`config.mk`:
```
export PLATFORM = sky130hd
export DESIGN_NAME = ibs_status
export DESIGN_NICKNAME = d
export VERILOG_FILES = /design/src/hdl/ibs_bus_watch.v /design/src/hdl/ibs_status.v
export VERILOG_INCLUDE_DIRS = /design/src /design/src/hdl
export SDC_FILE = /design/constraint.sdc
export NUM_CORES = 1
export LEC_CHECK = 0
export ABC_AREA = 1
export BUFFER_PORTS_ARGS = -buffer_cell sky130_fd_sc_hd__buf_2
export CAP_MARGIN = 15
export CORE_ASPECT_RATIO = 0.5
export CORE_MARGIN = 2
export CORE_UTILIZATION = 44
export CTS_BUF_LIST = sky130_fd_sc_hd__clkbuf_8
export DETAILED_ROUTE_END_ITERATION = 7
export GPL_ROUTABILITY_DRIVEN = 0
export GPL_TIMING_DRIVEN = 0
export PLACE_DENSITY = 0.78
export SETUP_SLACK_MARGIN = 0.2
export SLEW_MARGIN = 5
export SYNTH_ARGS = -nofsm -noshare
export SYNTH_HDL_FRONTEND = slang
export SYNTH_HIERARCHICAL = 1
export SYNTH_SLANG_ARGS = --single-unit
```
`constraint.sdc`:
```
create_clock -name clock -period 6.35 [get_ports clock]
set_clock_uncertainty 0.2 [all_clocks]
set_input_delay 0.3175 -clock clock [delete_from_list [all_inputs] [get_ports clock]]
set_output_delay 0.3175 -clock clock [all_outputs]
set_load 0.01 [all_outputs]
```
`src/hdl/ibs_map.vh`:
```
// Constants for the bus status flag block: addresses, bit positions,
// reset values and bus frame counts.
// Assumes inclusion by bare name from every design file of the block.
//
// Functional notes
// - Reset clears whole status register to zero.
// - Each status read inserts one CPU wait cycle.
// - Eight read-only flags in documented bit order.
// - Master active set on generated start.
// - Master active cleared: stop, loss, release, disable.
// - Arbitration loss sets flag, clears master active.
// - Arbitration flag cleared by read, disable, reset.
// - Bit operation elsewhere clears arbitration flag.
// - Extension code set on eighth clock, nibble 0/F.
// - Extension cleared: start, stop, release, disable.
// - Release is control bit 6, enable bit 7.
// - Address match set on eighth clock, same clears.
// - Data line driven only while transmit flag set.
`ifndef IBS_MAP_VH
`define IBS_MAP_VH

// CPU addresses of the status register and of the snooped control register.
`define IBS_STATUS_ADDR   16'hFFAA
`define IBS_CONTROL_ADDR  16'hFFA6

// Reset value of the status register.
`define IBS_STATUS_RESET  8'h00

// Status bit positions.
`define IBS_BIT_MASTER    7
`define IBS_BIT_ARBLOST   6
`define IBS_BIT_EXTCODE   5
`define IBS_BIT_ADDRMATCH 4
`define IBS_BIT_TRANSMIT  3
`define IBS_BIT_ACKSEEN   2
`define IBS_BIT_STARTSEEN 1
`define IBS_BIT_STOPSEEN  0

// Control register bit positions.
`define IBS_CTRL_ENABLE   7
`define IBS_CTRL_RELEASE  6

// Upper address nibbles that mark an extension code.
`define IBS_EXT_LOW       4'h0
`define IBS_EXT_HIGH      4'hF

// Clock counts within one bus byte.
`define IBS_ADDR_EDGE     4'h8
`define IBS_ACK_EDGE      4'h9

`endif

```
`src/hdl/ibs_bus_watch.v`:
```
// Bus watcher: synchronises the clock and data lines and reports start,
// stop, the eighth clock of the address byte and the ninth clock.
// Assumes the pins are asynchronous to clock and slower than it.
`include "ibs_map.vh"

module ibs_bus_watch (
   input  wire       clock,
   input  wire       rstN,
   input  wire       sclPin,
   input  wire       sdaPin,
   output reg        startDet,
   output reg        stopDet,
   output reg        addrEdge,
   output reg        ackEdge,
   output reg        ackLow,
   output reg  [7:0] addrByte
);

   reg [1:0] sclSync_q;
   reg [1:0] sdaSync_q;
   reg       sclOld_q;
   reg       sdaOld_q;
   reg [3:0] bitCnt_q;
   reg       firstByte_q;
   reg [7:0] shift_q;
   wire      sclRise;
   wire      sdaFall;
   wire      sdaRise;

   // Only the second stage of each synchroniser feeds the edge logic.
   assign sclRise = sclSync_q[1] & ~sclOld_q;
   assign sdaFall = ~sdaSync_q[1] & sdaOld_q;
   assign sdaRise = sdaSync_q[1] & ~sdaOld_q;

   // Two-stage synchronisers and one cycle of history for edges.
   always @(posedge clock or negedge rstN) begin
      if (!rstN) begin
         sclSync_q <= 2'h3;
         sdaSync_q <= 2'h3;
         sclOld_q  <= 1'b1;
         sdaOld_q  <= 1'b1;
      end else begin
         sclSync_q <= {sclSync_q[0], sclPin};
         sdaSync_q <= {sdaSync_q[0], sdaPin};
         sclOld_q  <= sclSync_q[1];
         sdaOld_q  <= sdaSync_q[1];
      end
   end

   // Frame tracking: a data edge while the clock is high is start or stop.
   always @(posedge clock or negedge rstN) begin
      if (!rstN) begin
         bitCnt_q    <= 4'h0;
         firstByte_q <= 1'b0;
         shift_q     <= 8'h00;
         startDet    <= 1'b0;
         stopDet     <= 1'b0;
         addrEdge    <= 1'b0;
         ackEdge     <= 1'b0;
         ackLow      <= 1'b0;
         addrByte    <= 8'h00;
      end else begin
         startDet <= sclSync_q[1] & sclOld_q & sdaFall;
         stopDet  <= sclSync_q[1] & sclOld_q & sdaRise;
         addrEdge <= 1'b0;
         ackEdge  <= 1'b0;
         if (sclSync_q[1] & sclOld_q & sdaFall) begin
            bitCnt_q    <= 4'h0;
            firstByte_q <= 1'b1;
         end else if (sclSync_q[1] & sclOld_q & sdaRise) begin
            bitCnt_q    <= 4'h0;
            firstByte_q <= 1'b0;
         end else if (sclRise) begin
            if (bitCnt_q == `IBS_ADDR_EDGE) begin
               bitCnt_q    <= 4'h0;
               firstByte_q <= 1'b0;
               ackEdge     <= 1'b1;
               ackLow      <= ~sdaSync_q[1];
            end else begin
               bitCnt_q <= bitCnt_q + 4'h1;
               shift_q  <= {shift_q[6:0], sdaSync_q[1]};
               if ((bitCnt_q == `IBS_ADDR_EDGE - 4'h1) && firstByte_q) begin
                  addrEdge <= 1'b1;
                  addrByte <= {shift_q[6:0], sdaSync_q[1]};
               end
            end
         end
      end
   end

endmodule

```
`src/hdl/ibs_status.v`:
```
// Bus status register of the serial bus interface: eight read-only flags
// with their set and clear conditions, a waited CPU read port and the
// data line output gate.
// Assumes a CPU port on the same clock with one-cycle read and write
// strobes, and a master engine on the same clock that pulses its events.
`include "ibs_map.vh"

module ibs_status (
   input  wire        clock,
   input  wire        resetn,
   input  wire [15:0] cpuAddr,
   input  wire        cpuRd,
   input  wire        cpuWr,
   input  wire        cpuBitOp,
   input  wire [7:0]  cpuWrData,
   output reg  [7:0]  cpuRdData,
   output reg         cpuWait,
   output reg         cpuRdValid,
   input  wire        startGenerated,
   input  wire        arbitrationLost,
   input  wire [7:0]  ownSlaveAddress,
   input  wire        shiftOutLatch,
   input  wire        sclPin,
   input  wire        sdaPin,
   output reg         sdaOut,
   output reg         sdaOe,
   output reg  [7:0]  busStatus
);

   reg  [1:0] rstSync_q;
   wire       rstN;
   reg        enable_q;
   reg        rdPend_q;
   reg        master_q;
   reg        arbLost_q;
   reg        extCode_q;
   reg        addrMatch_q;
   reg        transmit_q;
   reg        ackSeen_q;
   reg        startSeen_q;
   reg        stopSeen_q;
   wire       startDet;
   wire       stopDet;
   wire       addrEdge;
   wire       ackEdge;
   wire       ackLow;
   wire [7:0] addrByte;
   wire       ctrlWrite;
   wire       releaseHit;
   wire       disableHit;
   wire       leaveBus;
   wire       readDone;
   wire       otherBitOp;
   wire       extMatch;
   wire       ownMatch;
   wire [7:0] statusVec;

   // Tells whether an access targets the given register address.
   function hits;
      input [15:0] addr;
      input [15:0] target;
      begin
         hits = (addr == target);
      end
   endfunction

   // Reset is asserted at once and released through two flip-flops.
   always @(posedge clock or negedge resetn) begin
      if (!resetn) begin
         rstSync_q <= 2'h0;
      end else begin
         rstSync_q <= {rstSync_q[0], 1'b1};
      end
   end

   assign rstN = rstSync_q[1];

   // Line watcher for start, stop and the clock edges inside a byte.
   ibs_bus_watch uWatch (
      .clock    (clock),
      .rstN     (rstN),
      .sclPin   (sclPin),
      .sdaPin   (sdaPin),
      .startDet (startDet),
      .stopDet  (stopDet),
      .addrEdge (addrEdge),
      .ackEdge  (ackEdge),
      .ackLow   (ackLow),
      .addrByte (addrByte)
   );

   // Control register writes are snooped for the release and enable bits.
   assign ctrlWrite  = cpuWr & hits(cpuAddr, `IBS_CONTROL_ADDR);
   assign releaseHit = ctrlWrite & cpuWrData[`IBS_CTRL_RELEASE];
   assign disableHit = ctrlWrite & enable_q
                       & ~cpuWrData[`IBS_CTRL_ENABLE];
   assign leaveBus   = releaseHit | disableHit;

   // A read completes in its own wait cycle.
   assign readDone   = rdPend_q;
   // A bit operation aimed at any other register loses the loss flag.
   assign otherBitOp = cpuBitOp & (cpuRd | cpuWr)
                       & ~hits(cpuAddr, `IBS_STATUS_ADDR);

   // Address byte decode on the eighth clock.
   assign extMatch = (addrByte[7:4] == `IBS_EXT_LOW)
                     | (addrByte[7:4] == `IBS_EXT_HIGH);
   assign ownMatch = (addrByte[7:1] == ownSlaveAddress[7:1]);

   // Flags assembled in their register order.
   assign statusVec = {master_q, arbLost_q, extCode_q, addrMatch_q,
                       transmit_q, ackSeen_q, startSeen_q,
                       stopSeen_q};

   // Shadow of the enable bit so that its falling edge can be seen.
   always @(posedge clock or negedge rstN) begin
      if (!rstN) begin
         enable_q <= 1'b0;
      end else if (ctrlWrite) begin
         enable_q <= cpuWrData[`IBS_CTRL_ENABLE];
      end
   end

   // Master active: a generated start sets it, any exit clears it.
   always @(posedge clock or negedge rstN) begin
      if (!rstN) begin
         master_q <= 1'b0;
      end else if (stopDet | arbitrationLost | leaveBus) begin
         master_q <= 1'b0;
      end else if (startGenerated) begin
         master_q <= 1'b1;
      end
   end

   // Arbitration lost: a fresh loss wins over a clear in the same cycle.
   always @(posedge clock or negedge rstN) begin
      if (!rstN) begin
         arbLost_q <= 1'b0;
      end else if (arbitrationLost) begin
         arbLost_q <= 1'b1;
      end else if (readDone | disableHit | otherBitOp) begin
         arbLost_q <= 1'b0;
      end
   end

   // Extension code and address match: set on the eighth clock.
   always @(posedge clock or negedge rstN) begin
      if (!rstN) begin
         extCode_q   <= 1'b0;
         addrMatch_q <= 1'b0;
      end else begin
         if (addrEdge & extMatch) begin
            extCode_q <= 1'b1;
         end else if (startDet | stopDet | leaveBus) begin
            extCode_q <= 1'b0;
         end
         if (addrEdge & ownMatch) begin
            addrMatch_q <= 1'b1;
         end else if (startDet | stopDet | leaveBus) begin
            addrMatch_q <= 1'b0;
         end
      end
   end

   // Transmit direction follows the read/write bit of the address byte.
   always @(posedge clock or negedge rstN) begin
      if (!rstN) begin
         transmit_q <= 1'b0;
      end else if (addrEdge & (master_q | ownMatch)) begin
         transmit_q <= master_q ? ~addrByte[0] : addrByte[0];
      end else if (startDet | stopDet | leaveBus) begin
         transmit_q <= 1'b0;
      end
   end

   // Acknowledge, start and stop seen flags.
   always @(posedge clock or negedge rstN) begin
      if (!rstN) begin
         ackSeen_q   <= 1'b0;
         startSeen_q <= 1'b0;
         stopSeen_q  <= 1'b0;
      end else begin
         if (ackEdge) begin
            ackSeen_q <= ackLow;
         end else if (startDet | stopDet | disableHit) begin
            ackSeen_q <= 1'b0;
         end
         if (startDet) begin
            startSeen_q <= 1'b1;
         end else if (stopDet | disableHit) begin
            startSeen_q <= 1'b0;
         end
         if (stopDet) begin
            stopSeen_q <= 1'b1;
         end else if (startDet | disableHit) begin
            stopSeen_q <= 1'b0;
         end
      end
   end

   // CPU read port: one wait cycle, then the data with a valid pulse.
   // Writes to the status address have no effect on any flag.
   always @(posedge clock or negedge rstN) begin
      if (!rstN) begin
         rdPend_q   <= 1'b0;
         cpuWait    <= 1'b0;
         cpuRdValid <= 1'b0;
         cpuRdData  <= 8'h00;
      end else begin
         rdPend_q   <= cpuRd & hits(cpuAddr, `IBS_STATUS_ADDR) & ~rdPend_q;
         cpuWait    <= cpuRd & hits(cpuAddr, `IBS_STATUS_ADDR)
                       & ~rdPend_q;
         cpuRdValid <= rdPend_q;
         if (rdPend_q) begin
            cpuRdData <= statusVec;
         end
      end
   end

   // Status mirror and data line gate, both registered.
   always @(posedge clock or negedge rstN) begin
      if (!rstN) begin
         busStatus <= `IBS_STATUS_RESET;
         sdaOut    <= 1'b1;
         sdaOe     <= 1'b0;
      end else begin
         busStatus <= statusVec;
         sdaOut    <= shiftOutLatch;
         sdaOe     <= transmit_q;
      end
   end

endmodule

```
==> reports/summary.md <==
The H-tree was split into 3 levels. Synthesis produced a netlist with a net count of 309. The number of DRC markers in iteration 0 was 116; the final net count was 380. Of all nets on the critical path, the largest fanout is 10. Clock-pin slew was measured on the worst setup and hold paths at 60 ps.

The proportion of netlist area held by the largest area contributor is 51.6%, and the first-pass iteration count of the detailed router is 6. dfrtp_1 takes more of the synthesized area than any other cell. By area the synthesized netlist is led by dfrtp_1 (52%), nand2_1 (8.9%), dfstp_2 (7.0%). After synthesis, the most frequently instantiated cells are nand2_1 (62), dfrtp_1 (54), inv_1 (38). The tightest hold path in the finished design has a slack of 33.1 ps. For this run the aggregate overflow at the end of global routing stands at 0. The maximum clock insertion buffer count came out at 2. The tools report the final count of pins violating max slew as 0.

Yosys mapped a number of flops with a built-in enable equal to 0. Summing all multi-input logic gate instances after layout gives 891 µm². The vertical die dimension was 58.6 µm; the critical path arrival was 1610 ps. Buffers placed on the I/O ports in this run total 54. The layout-stage area growth over the synthesis result was 25.3%. The routed layout has 1966 vias.

The HPWL after detailed placement is 3.64 mm. The final reports fail on DRC. In this run the standard cell core region covers 0.00561 mm². Entering global routing, the biggest net connects 39 pins. The sequential fraction of the synthesis area is 58.6%.

The main flop type after synthesis was dfrtp_1. The repair_antennas step left the layout with diodes totalling 0. The tool flagged a number of max-cap violations equal to 0.

After synthesis, the share of flip-flops with an asynchronous set or reset is 100%. The final number of setup-violating endpoints is 0. The flow ran to the end, but the final reports show violations. The path class of the tightest hold or removal check is in -> reg. The die extent in x is 113 µm. TritonCTS built the clock tree. The die covers 0.00663 mm².

The number of different library cells used by synthesis comes to 36. The floorplan has 19 rows. For the total detailed-routing wirelength, the log shows 4.98 mm. Counting I/O delays and the setup requirement, the final critical path takes 1580 ps. The run gives 0 as the number of antenna violations at the first check in global routing. Buffers added to address setup during post-CTS repair amount to 0. The overall global routing resource usage came out at 17.0%. The number of warnings printed during yosys synthesis was 6. TritonCTS created 9 clock buffers. After detailed routing, the number of vias per cell comes to 4.75.

For this configuration, the core starts out at a cell density of 46.7%. Leakage power: 1.79 nW. OpenSTA, run right after detailed placement, puts the worst setup slack at 4800 ps. Cells with a size suffix above 1 make up 34.6% of the layout. For this run, the top clock speed supported by timing is 0.633 GHz.

The first global-routing pass estimated 8.65 mm of wire. In the final routed layout, each cell accounts on average for 12.0 µm. The run gives 6380 ps as the required time of the worst setup path.

Type of the worst setup path: reg -> reg. The layout has 460 filler cells. The final hold violation count was 0. Dividing total power by cell area gives a power density of 294 mW/mm². In the post-synthesis netlist, the cell with the most instances is nand2_1.

The tools report the post-route DRC violation count as 6. The type of destination of the critical path is a register. Setup repair after global routing left no endpoint under its margin. IR analysis of the VDD net gives a maximum drop of 0.000119 V. Clock tree synthesis selected as its root buffer the cell clkbuf_8. The via count of the first global-routing pass is 2052. The worst setup path is launched from a register. The final critical path takes up 24.9% of the cycle.

During I/O placement, the number of pins put on the boundary was 62. Summed over all failing endpoints, the final setup total negative slack is 0 ps. Synthesis produced a netlist whose cell count is 265. Summing every instance area after synthesis gives 0.00262 mm². CTS saw 61 sinks. Setup slack closes at 4770 ps.

Each instance of the synthesized netlist takes up on average 9.89 µm². In the final layout, flip-flops and latches occupy 0.00154 mm². In this run the remaining antenna-violating nets after routing total 0. The flip-flop and latch count after synthesis is 61, and the insertion delay to the later sink of the worst-skew pair is 340 ps.
==> routing by layer <==
layer | global-route usage (%) | vias to the layer above | routed length [µm]
met5 | 0 | - | 0
met4 | 4.70 | 0 | 43
met3 | 7.21 | 6 | 332
met2 | 31.7 | 50 | 2520
met1 | 18.2 | 933 | 2090
li1 | - | 977 | -
==> worst max-delay path, stage by stage, from the launching register on <==
cell and delay [ps]:
dfstp_2 560, inv_2 50, nor2_4 160, nand4_4 170, buf_6 200, nand2_1 70
o21ai_2 50
==> final cells by class <==
| class | count | share of cell area, % |
|---|---|---|
| multi-input cells | 156 | 27.1 |
| clock inverters | 2 | 1.14 |
| plain buffers | 4 | 0.877 |
| flip-flops and latches | 61 | 46.8 |
| clock buffers | 14 | 5.87 |
| inverters | 44 | 5.03 |
| repair buffers | 60 | 10.4 |
| well taps | 73 | 2.78 |
==> power by group <==
part	leakage [nW]	internal [mW]	switching (mW)
sequential	0.791	0.434	0.0324
combinational	0.881	0.0494	0.0729
clock	0.115	0.235	0.141
total	1.79	0.718	0.246
==> logic make-up after synthesis <==
group / share of synthesized area [%]
other: 0.143
buffers and inverters: 7.40
and+or+nand+nor: 22.4
DFF: 58.6
muxes: 2.15
xor gates and xnor gates: 0.334
AOI/OAI and AO/OA: 8.02
adders and majority gates: 0.955
==> sequential cells by signal, summed over array words and instances (netlist names), 2 cells and up <==
register	cells
cpuRdData	8
uWatch/sclSync_q	2
rstSync_q	2
uWatch/addrByte	8
uWatch/shift_q	7
busStatus	8
uWatch/bitCnt_q	4
uWatch/sdaSync_q	2
==> cell usage in the layout, fill, tap and decap left out, types with 3 or more instances in the layout <==
cell type      netlist  layout
nor2_2               5       5
a21oi_1              8       8
dfrtp_1             54      53
nand2_2              3       3
nor2_1              18      18
nand3_1             12      12
clkbuf_8             0      14
dlygate4sd3_1        0       5
dfstp_2              7       7
buf_2                2      56
nand4_1              3       3
nand2_1             62      62
mux2_2               3       3
inv_1               38      38
inv_2                6       6
o21ai_2              7       7
o21ai_1              9       9
==> metrics by stage <==
stage                     std cells  power [mW]  cell area (µm²)  util [%]
after detailed placement        393       0.592             3000      53.5
after global routing            414        1.02             3280      58.5
after global placement          392       0.579             2980      53.1
after floorplan                 265       0.548             2620         -
final                           414       0.964             3280      58.5
after CTS                       414       0.977             3280      58.5
==> repair_timing <==
action                                 CTS  global route
resized for setup                        0             0
setup endpoints to repair                0             0
endpoints found under the hold margin    6             0
hold buffers                             5             0
==> path summary, 6_finish.rpt <==
path | startpoint | end | slack (ps) | cells past startpoint
min in group asynchronous | rstSync_q[1] | cpuRdData[0] | 40 | 0
max in group asynchronous | rstSync_q[1] | sdaOut | 5290 | 1
setup / recovery | uWatch/sclSync_q[1] | uWatch/addrByte[2] | 4770 | 6
hold / removal | startGenerated | master_q | 30 | 3
setup reg to reg | uWatch/sclSync_q[1] | uWatch/addrByte[2] | 4770 | 6
hold reg to reg | rstSync_q[1] | cpuRdData[0] | 40 | 0
(Power assumes the default switching activity.)
